## config.mk

```make
export PLATFORM = sky130hd
export DESIGN_NAME = lvdc_core
export DESIGN_NICKNAME = d
export VERILOG_FILES = /design/src/inc/lvdc_pkg.sv /design/src/design/lvdc_core.sv
export VERILOG_INCLUDE_DIRS = /design/src /design/src/inc
export SDC_FILE = /design/constraint.sdc
export NUM_CORES = 1
export LEC_CHECK = 0
export BUFFER_PORTS_ARGS = -buffer_cell sky130_fd_sc_hd__buf_2
export CAP_MARGIN = 20
export CORE_UTILIZATION = 39
export CTS_CLUSTER_DIAMETER = 200
export DETAILED_ROUTE_END_ITERATION = 16
export PLACE_DENSITY = 0.81
export SYNTH_ARGS = -nofsm -noshare
export SYNTH_HDL_FRONTEND = slang
export SYNTH_SLANG_ARGS = --single-unit
```

## constraint.sdc

```tcl
create_clock -name clk_i -period 1.45 [get_ports clk_i]
set_input_delay 0.145 -clock clk_i [delete_from_list [all_inputs] [get_ports clk_i]]
set_output_delay 0.145 -clock clk_i [all_outputs]
set_load 0.02 [all_outputs]
```

## src/inc/lvdc_defines.svh

```systemverilog
// constants for the low-voltage detect control block
// assumes inclusion by bare name from design files
`ifndef LVDC_DEFINES_SVH
`define LVDC_DEFINES_SVH
`define LVDC_BIT_LEVEL 0
`define LVDC_BIT_MODE 1
`define LVDC_BIT_SRC 2
`define LVDC_BIT_EN 7
`define LVDC_CTRL_RST 8'h00
`define LVDC_SEL_RST 4'h0
`define LVDC_STAB_NS 10000
`define LVDC_CLK_NS 100
`define LVDC_STAB_CYC ((`LVDC_STAB_NS) / (`LVDC_CLK_NS))
`endif

```

## src/inc/lvdc_pkg.sv

```systemverilog
// types shared by the low-voltage detect control block
// assumes nothing beyond a SystemVerilog compiler
package lvdc_pkg;
   typedef logic [7:0] lvdc_byte_t;
   typedef logic [3:0] lvdc_sel_t;
endpackage

```

## src/design/lvdc_core.sv

```systemverilog
// low-voltage detect control: control register, level flag, irq/reset request
// assumes analog comparators outside; software writes over plain ports
//
// Operation
// - source bit one selects external pin comparator
// - detector runs only while enable is set
// - level flag shows synchronized comparison result
// - mode zero raises interrupt request on detection
// - any reset sets the interrupt mask
// - in mode zero, detection sets pending flag, raises request
// - disabling below threshold raises request too
// - pending flag cleared by software pulsing pend_clr_i high
// - mode one raises internal reset on detection
// - no reset if level already below when mode set while enabled
// - source zero uses four-bit supply threshold select
`include "lvdc_defines.svh"
module lvdc_core (
   // clock and reset
   input wire logic clk_i,
   input wire logic nrst_i,
   // control register write, read
   input wire logic ctrl_we_i,
   input wire lvdc_pkg::lvdc_byte_t ctrl_wdata_i,
   output lvdc_pkg::lvdc_byte_t ctrl_rdata_o,
   // level select register
   input wire logic sel_we_i,
   input wire lvdc_pkg::lvdc_sel_t sel_wdata_i,
   output lvdc_pkg::lvdc_sel_t supply_level_sel_o,
   // interrupt flags
   input wire logic mask_we_i,
   input wire logic mask_wdata_i,
   output logic detect_irq_mask_o,
   input wire logic pend_clr_i,
   output logic detect_irq_pending_o,
   // comparators, async, high means level below threshold
   input wire logic supply_below_i,
   input wire logic external_level_pin_below_i,
   // analog controls and requests
   output logic comp_enable_o,
   output logic comp_external_sel_o,
   output logic detect_irq_request_o,
   output logic detect_reset_req_o
);
   import lvdc_pkg::*;

   logic detect_enable_r, detect_reset_mode_r, detect_source_select_r;
   lvdc_sel_t sel_r;
   logic sup_s1_r, sup_s2_r, ext_s1_r, ext_s2_r;
   logic below_d_r;
   logic mask_r, pend_r, irq_r, rst_r;

   // only the second stage is read; the first may be metastable
   always_ff @(posedge clk_i) begin
      sup_s1_r <= supply_below_i;
      sup_s2_r <= sup_s1_r;
      ext_s1_r <= external_level_pin_below_i;
      ext_s2_r <= ext_s1_r;
   end

   wire below_w = detect_source_select_r ? ext_s2_r : sup_s2_r;
   wire level_w = detect_enable_r & below_w;
   wire edge_w = detect_enable_r & (below_w != below_d_r);
   wire off_w = ctrl_we_i & detect_enable_r & ~ctrl_wdata_i[`LVDC_BIT_EN] & below_w;
   wire irq_ev_w = (edge_w & ~detect_reset_mode_r) | off_w;
   // reset only on a fall below; already below when mode set gives none
   wire rst_ev_w = detect_enable_r & detect_reset_mode_r & below_w & ~below_d_r;

   // control register; one write moves all three fields together
   always_ff @(posedge clk_i) begin
      if (!nrst_i) begin
         detect_enable_r <= 1'b0;
         detect_reset_mode_r <= 1'b0;
         detect_source_select_r <= 1'b0;
      end else if (ctrl_we_i) begin
         detect_enable_r <= ctrl_wdata_i[`LVDC_BIT_EN];
         detect_reset_mode_r <= ctrl_wdata_i[`LVDC_BIT_MODE];
         detect_source_select_r <= ctrl_wdata_i[`LVDC_BIT_SRC];
      end
   end

   // supply threshold select, only meaningful with source zero
   always_ff @(posedge clk_i) begin
      if (!nrst_i) begin
         sel_r <= `LVDC_SEL_RST;
      end else if (sel_we_i) begin
         sel_r <= sel_wdata_i;
      end
   end

   // mask comes up set so no request escapes before software is ready
   always_ff @(posedge clk_i) begin
      if (!nrst_i) begin
         mask_r <= 1'b1;
      end else if (mask_we_i) begin
         mask_r <= mask_wdata_i;
      end
   end

   // new detection wins over a clear in the same cycle
   always_ff @(posedge clk_i) begin
      if (!nrst_i) begin
         pend_r <= 1'b0;
      end else begin
         pend_r <= irq_ev_w | (pend_r & ~pend_clr_i);
      end
   end

   // history cleared while off, so enabling below gives one event
   always_ff @(posedge clk_i) begin
      if (!nrst_i) begin
         below_d_r <= 1'b0;
      end else begin
         below_d_r <= detect_enable_r ? below_w : 1'b0;
      end
   end

   // requests are single-cycle pulses
   always_ff @(posedge clk_i) begin
      if (!nrst_i) begin
         irq_r <= 1'b0;
         rst_r <= 1'b0;
      end else begin
         irq_r <= irq_ev_w & ~mask_r;
         rst_r <= rst_ev_w;
      end
   end

   assign ctrl_rdata_o = {detect_enable_r, 4'h0, detect_source_select_r, detect_reset_mode_r, level_w};
   assign supply_level_sel_o = sel_r;
   assign detect_irq_mask_o = mask_r;
   assign detect_irq_pending_o = pend_r;
   assign comp_enable_o = detect_enable_r;
   assign comp_external_sel_o = detect_source_select_r;
   assign detect_irq_request_o = irq_r;
   assign detect_reset_req_o = rst_r;

   chk_reset_sets_mask: assert property (@(posedge clk_i) !nrst_i |=> detect_irq_mask_o)
      else $error("mask not set by reset");
   chk_reset_clears_ctrl: assert property (@(posedge clk_i) !nrst_i |=> !comp_enable_o && !detect_reset_req_o)
      else $error("control not cleared by reset");
   chk_pend_on_event: assert property (@(posedge clk_i) disable iff (!nrst_i) irq_ev_w |=> detect_irq_pending_o)
      else $error("pending not set on detection");
   chk_pend_clear: assert property (@(posedge clk_i) disable iff (!nrst_i)
      pend_clr_i && !irq_ev_w |=> !detect_irq_pending_o)
      else $error("pending not cleared");
   chk_off_below_irq: assert property (@(posedge clk_i) disable iff (!nrst_i) off_w |=> detect_irq_pending_o)
      else $error("disable below threshold lost");
   chk_no_reset_irqmode: assert property (@(posedge clk_i) disable iff (!nrst_i)
      !detect_reset_mode_r |=> !detect_reset_req_o)
      else $error("reset in interrupt mode");
   chk_reset_mode_req: assert property (@(posedge clk_i) disable iff (!nrst_i)
      detect_reset_mode_r && detect_enable_r && $rose(below_w) |=> detect_reset_req_o)
      else $error("reset mode detection missed");
   chk_no_reset_above: assert property (@(posedge clk_i) disable iff (!nrst_i)
      !below_w |=> !detect_reset_req_o)
      else $error("reset while above threshold");
   chk_disabled_quiet: assert property (@(posedge clk_i) disable iff (!nrst_i)
      !detect_enable_r |-> ctrl_rdata_o[`LVDC_BIT_LEVEL] == 1'b0)
      else $error("level shown while disabled");
   chk_source_select: assert property (@(posedge clk_i) disable iff (!nrst_i)
      detect_enable_r && detect_source_select_r |-> ctrl_rdata_o[`LVDC_BIT_LEVEL] == ext_s2_r)
      else $error("wrong source");
   // synchroniser checked end to end; the first stage is never read
   chk_sync_delay: assert property (@(posedge clk_i) disable iff (!nrst_i)
      sup_s2_r == $past(supply_below_i, 2))
      else $error("supply sync stage broken");
   chk_sync_ext: assert property (@(posedge clk_i) disable iff (!nrst_i)
      ext_s2_r == $past(external_level_pin_below_i, 2))
      else $error("pin sync stage broken");

   // register writes and level flag source
   chk_enable_write: assert property (@(posedge clk_i) disable iff (!nrst_i)
      ctrl_we_i |=> comp_enable_o == $past(ctrl_wdata_i[`LVDC_BIT_EN]))
      else $error("enable write lost");
   chk_source_write: assert property (@(posedge clk_i) disable iff (!nrst_i)
      ctrl_we_i |=> comp_external_sel_o == $past(ctrl_wdata_i[`LVDC_BIT_SRC]))
      else $error("source write lost");
   chk_sel_write: assert property (@(posedge clk_i) disable iff (!nrst_i)
      sel_we_i |=> supply_level_sel_o == $past(sel_wdata_i))
      else $error("level select write lost");
   chk_supply_source: assert property (@(posedge clk_i) disable iff (!nrst_i)
      detect_enable_r && !detect_source_select_r |-> ctrl_rdata_o[`LVDC_BIT_LEVEL] == sup_s2_r)
      else $error("supply not monitored");
   chk_level_flag: assert property (@(posedge clk_i) disable iff (!nrst_i)
      detect_enable_r |-> ctrl_rdata_o[`LVDC_BIT_LEVEL] == below_w)
      else $error("level flag wrong");
   chk_mask_only_write: assert property (@(posedge clk_i) disable iff (!nrst_i)
      !mask_we_i |=> $stable(detect_irq_mask_o))
      else $error("mask moved without write");

   // flags and requests
   chk_pend_hold: assert property (@(posedge clk_i) disable iff (!nrst_i)
      !irq_ev_w && !pend_clr_i |=> $stable(detect_irq_pending_o))
      else $error("pending moved on its own");
   chk_reset_clears_flags: assert property (@(posedge clk_i)
      !nrst_i |=> !detect_irq_pending_o && !detect_irq_request_o)
      else $error("flags not cleared by reset");
   chk_irq_unmasked: assert property (@(posedge clk_i) disable iff (!nrst_i)
      irq_ev_w && !mask_r |=> detect_irq_request_o)
      else $error("unmasked request missed");
   chk_irq_masked_quiet: assert property (@(posedge clk_i) disable iff (!nrst_i)
      detect_irq_mask_o |=> !detect_irq_request_o)
      else $error("request while masked");
   chk_irq_needs_event: assert property (@(posedge clk_i) disable iff (!nrst_i)
      !irq_ev_w |=> !detect_irq_request_o)
      else $error("request without detection");
   chk_off_below_req: assert property (@(posedge clk_i) disable iff (!nrst_i)
      off_w && !mask_r |=> detect_irq_request_o)
      else $error("disable below threshold gave no request");
   chk_reset_pulse: assert property (@(posedge clk_i) disable iff (!nrst_i)
      detect_reset_req_o |=> !detect_reset_req_o)
      else $error("reset request longer than one cycle");
   chk_disabled_no_reset: assert property (@(posedge clk_i) disable iff (!nrst_i)
      !detect_enable_r |=> !detect_reset_req_o)
      else $error("reset request while disabled");

   cov_irq_masked: cover property (@(posedge clk_i) disable iff (!nrst_i) irq_ev_w && mask_r);
   cov_irq_out: cover property (@(posedge clk_i) disable iff (!nrst_i) detect_irq_request_o);
   cov_reset_out: cover property (@(posedge clk_i) disable iff (!nrst_i) detect_reset_req_o);
   cov_off_below: cover property (@(posedge clk_i) disable iff (!nrst_i) off_w);
   // set and clear together is the race the pending flag must survive
   cov_set_clear_race: cover property (@(posedge clk_i) disable iff (!nrst_i) irq_ev_w && pend_clr_i);
endmodule

```

# Yosys cells after proc, flatten, opt, wreduce, memory -nomap -nowiden
# Cells that the tools add are included.
# totals
wordCells	34
mem_count	0
latch_bits	0
mem_bits_rw	0
inputBits	21
mem_bits_ro	0
out_inout_bits	18
ff_bits	16
# classes
n_reduce_logical	1
n_eq_ne	1
n_shift	0
n_div	0
n_mux	1
mul	0
n_lt_le_gt_ge	0
bitwise_logic	18
n_addsub	0
# ops
cell	n
$and A1 B1 Y1	11
$not A1 Y1	5
$or A1 B1 Y1	2
$reduce_and A2 Y1	1
$mux W1	1
$ne A1 B1 Y1	1

# Depth between registers and ports, before layout
# logic_depth
depth_word	6
ltp_mapped	3
depth_no_buf	3

# Worst setup path before layout
# OpenSTA, ideal clock, no wires.
# synth_path
kind	reg2out
startpoint	register detect_source_select_r, in the netlist comp_external_sel_o
endpoint	output port ctrl_rdata_o[0]
arrival_ns	1.146
setup_slack_ns	0.159
n_path_buf	1
stages_incl_launch_ff	4
path_cell_list	dfxtp_1 > mux2_4 > and2_2 > buf_4
# synth_between
elab_chain_cells	2
# synth_lines
item	line_no	rtl
from (decl)	lvdc_core.sv:46	logic detect_enable_r, detect_reset_mode_r, detect_source_select_r;
from (signal assigned)	lvdc_core.sv:77	detect_source_select_r <= ctrl_wdata_i[`LVDC_BIT_SRC];
$mux W1	lvdc_core.sv:60	wire below_w = detect_source_select_r ? ext_s2_r : sup_s2_r;
$and A1 B1 Y1	lvdc_core.sv:61	wire level_w = detect_enable_r & below_w;
to (decl)	lvdc_core.sv:24	output lvdc_pkg::lvdc_byte_t ctrl_rdata_o,
# No other way between the ends.

# Worst setup path after layout
# Same ends and word-level chain as after synthesis.

==> metrics.txt <==
RSZ-0062 raised after global routing=false; Die Ht=41.2 um; Worst Path Max Fanout=4; non-filler cells, final=99; I/O pins=39; Clock Sinks=16; Cell variety after synth=17; CTS clk-pin slew, worst paths=90 ps; hold path start=nrst_i; post-synthesis to final-layout area growth=29.6%; Compound-Gate Fraction of Synth Area=2.30%; placed insts=92; Synth Instances=54; met1 Use GR=12.7%; DIE AREA=1700 sq um; NumNets Final=107; drt drc=0; Syn Std Cell Area=599 sq um; Final period util=93.7%; M3 GR Usage=8.15%; Final setup viols=0; maximum VDD drop=900 uV; first-iteration detailed-routing DRC count=3; CTS Buf Count=3; largest family of logic cells by synthesized area=multiplexers; first-pass detailed-route iteration total=3; reg2reg start=comp_external_sel_o$_SDFFE_PN0P_; multiplexer share of the synthesized area=17.5%; Hold Crit Depth=2; total global-route track usage=13.4%; Hold WS=53.8 ps; total congestion overflow=0; via density per instance=4.47; FMAX=0.736 GHz; layout cell share with drive strength beyond 1=45.2%; largest net degree at the start of global routing=10; Final GP Congestion=0.662; #FFs+latches synth=16; Reg2Reg Capture Point=detect_reset_req_o$_SDFF_PN0_; outcome=finished, final reports clean; DR vias=443; slowest stage delay, CP=340 ps; final hold vios=0; Critical Path Sink Type=primary output; Yosys warning total=0; HP Class=primary input to flop; die width=41.2 um; Max Slew Vio Count=0; final WL=1090 um; Post-DP Area=711 sq um; initial antenna violation count=0; Setup crit start kind=flop; H-Tree Depth=1; CP Cell Sequence=mux2_4, and2_4, buf_6; core area=1370 sq um; site row count=13; Yosys top cell area share=53.4%; vias in the first global route=327; CTS tree=done; Initial Utilization=43.9%; Worst Setup Path Type=flop to primary output; R2R Setup Slk=370 ps; Power Dens Cells=1060 nW/um^2; Lkg Pwr=0.411 nW; min cycle time layout=1360 ps; synthesized-area fraction occupied by xor and xnor cells=0%; Root Driver=clkbuf_4; PortBufs=29; total negative setup slack=0 ps; final instance area=777 sq um; Synth Area in Simple Gates=14.8%; Worst Path Arrival=1210 ps; Layout Skew=11.8 ps; max-cap viol count=0; Clock Latency Late Sink=280 ps; cell accounting for the most synthesized area=dfxtp_1; Seq/Total Area, Yosys=53.4%; Syn Area/Cell=11.1 sq um; Hold EP=detect_irq_mask_o$_SDFFE_PN1P_; layer with the highest usage=met2; Crit-path slowest cell=dfxtp_2; global-route wire length before repair=1350 um; WL per Instance=11.0 um; worst reg2reg path depth=3; met2 Track Usage GR=23.4%; required time worst endpoint=1310 ps; Max Root-Sink Buffers=2; Routed Antenna Nets=0; ant diodes=0; top cells by area, synth=dfxtp_1 (53%), mux2i_1 (15%), buf_4 (10%), nor2_1 (4.4%), and3b_1 (2.9%); Post-Synth Adder-Cell Area=0%
[cells in the mapped netlist]
cell type,number
conb_1,1
buf_4,8
and3_4,1
a31oi_1,1
clkbuf_1,1
nor3b_1,1
dfxtp_1,16
nand4b_1,1
and2_2,1
nand2b_1,1
mux2_4,1
a211oi_1,1
nand2_1,1
nor2_1,7
mux2i_1,9
clkinv_1,1
and3b_1,2
[final cells by class]
| class | count | area, sq um |
|---|---|---|
| well taps | 15 | 18.8 |
| multi-input cells | 31 | 224 |
| flip-flops and latches | 16 | 322 |
| clock buffers | 3 | 22.5 |
| fillers | 134 | 589 |
| inverters | 1 | 3.75 |
| repair buffers | 33 | 186 |
[placed cells by master, fill, tap and decap left out, drive strengths merged]
cell type,synthesis,routed
dlygate4sd3,0,2
and3,1,1
a31oi,1,1
and2,1,1
and3b,2,2
buf,8,31
nand2,1,1
nor2,7,7
conb,1,4
dfxtp,16,16
nand4b,1,1
mux2i,9,9
mux2,1,1
nand2b,1,1
nor3b,1,1
clkbuf,1,3
a211oi,1,1
clkinv,1,1
[critical path: cells and delay by family, from the launching register on]
| kind | cells | cell delay, ps |
|---|---|---|
| flip-flops | 1 | 340 |
| multiplexers | 1 | 320 |
| AND/OR/NAND/NOR | 1 | 160 |
| buffers and inverters | 1 | 120 |
[routing by layer]
metal	routed length, um	vias to the layer above	share of wire [%]
li1	-	229	-
met1	434	193	40
met2	569	21	52
met3	84	0	7.7
met4	0	0	0
met5	0	-	0
[what timing repair did]
item / 4_1_cts / 5_1_grt
endpoints found under the setup margin: 1 / 1
hold endpoints to repair: 2 / 0
buffers inserted: 1 / 1
cloned: 0 / 0
gates resized for setup: 1 / 3
hold buffers: 2 / 0
[power by group]
group	switching [mW]	internal (mW)	leakage (nW)
registers	0.0129	0.461	0.133
clock network	0.124	0.0962	0.0138
logic	0.0685	0.0585	0.265
total	0.205	0.616	0.411
[cells by family after synthesis]
group | Yosys count
other | 1
flip-flops | 16
multiplexers | 10
buffers and inverters | 10
AND/OR/NAND/NOR | 15
AO/OA/AOI/OAI | 2
[per-stage QoR]
stage / setup WS, ps / power (mW) / utilization, %
CTS: 22.0 / 0.824 / 55.8
finish: 90.8 / 0.821 / 56.9
global placement: 270 / 0.596 / 52.0
global route: 36.6 / 0.869 / 56.9
floorplan: 159 / 0.569 / -
detailed placement: 256 / 0.601 / 52.0
[registers in the layout, indices dropped and copies added (netlist names)]
register              cells
below_d_r                 1
comp_enable_o             1
comp_external_sel_o       1
detect_irq_mask_o         1
detect_irq_pending_o      1
detect_irq_request_o      1
detect_reset_mode_r       1
detect_reset_req_o        1
ext_s1_r                  1
ext_s2_r                  1
sup_s1_r                  1
sup_s2_r                  1
supply_level_sel_o        4
[how the worst max path moves through the flow]
| stage | slack (ps) | start | cells past startpoint | end |
|---|---|---|---|---|
| after floorplan | 160 | comp_external_sel_o$_SDFFE_PN0P_ | 3 | ctrl_rdata_o[0] |
| after detailed placement | 260 | comp_external_sel_o$_SDFFE_PN0P_ | 3 | ctrl_rdata_o[0] |
| after global placement | 270 | comp_external_sel_o$_SDFFE_PN0P_ | 3 | ctrl_rdata_o[0] |
| after CTS | 20 | comp_external_sel_o$_SDFFE_PN0P_ | 3 | ctrl_rdata_o[0] |
| final | 90 | comp_external_sel_o$_SDFFE_PN0P_ | 3 | ctrl_rdata_o[0] |
| after global routing | 40 | comp_external_sel_o$_SDFFE_PN0P_ | 3 | ctrl_rdata_o[0] |
Note: power is estimated with default switching activity, not from simulation.
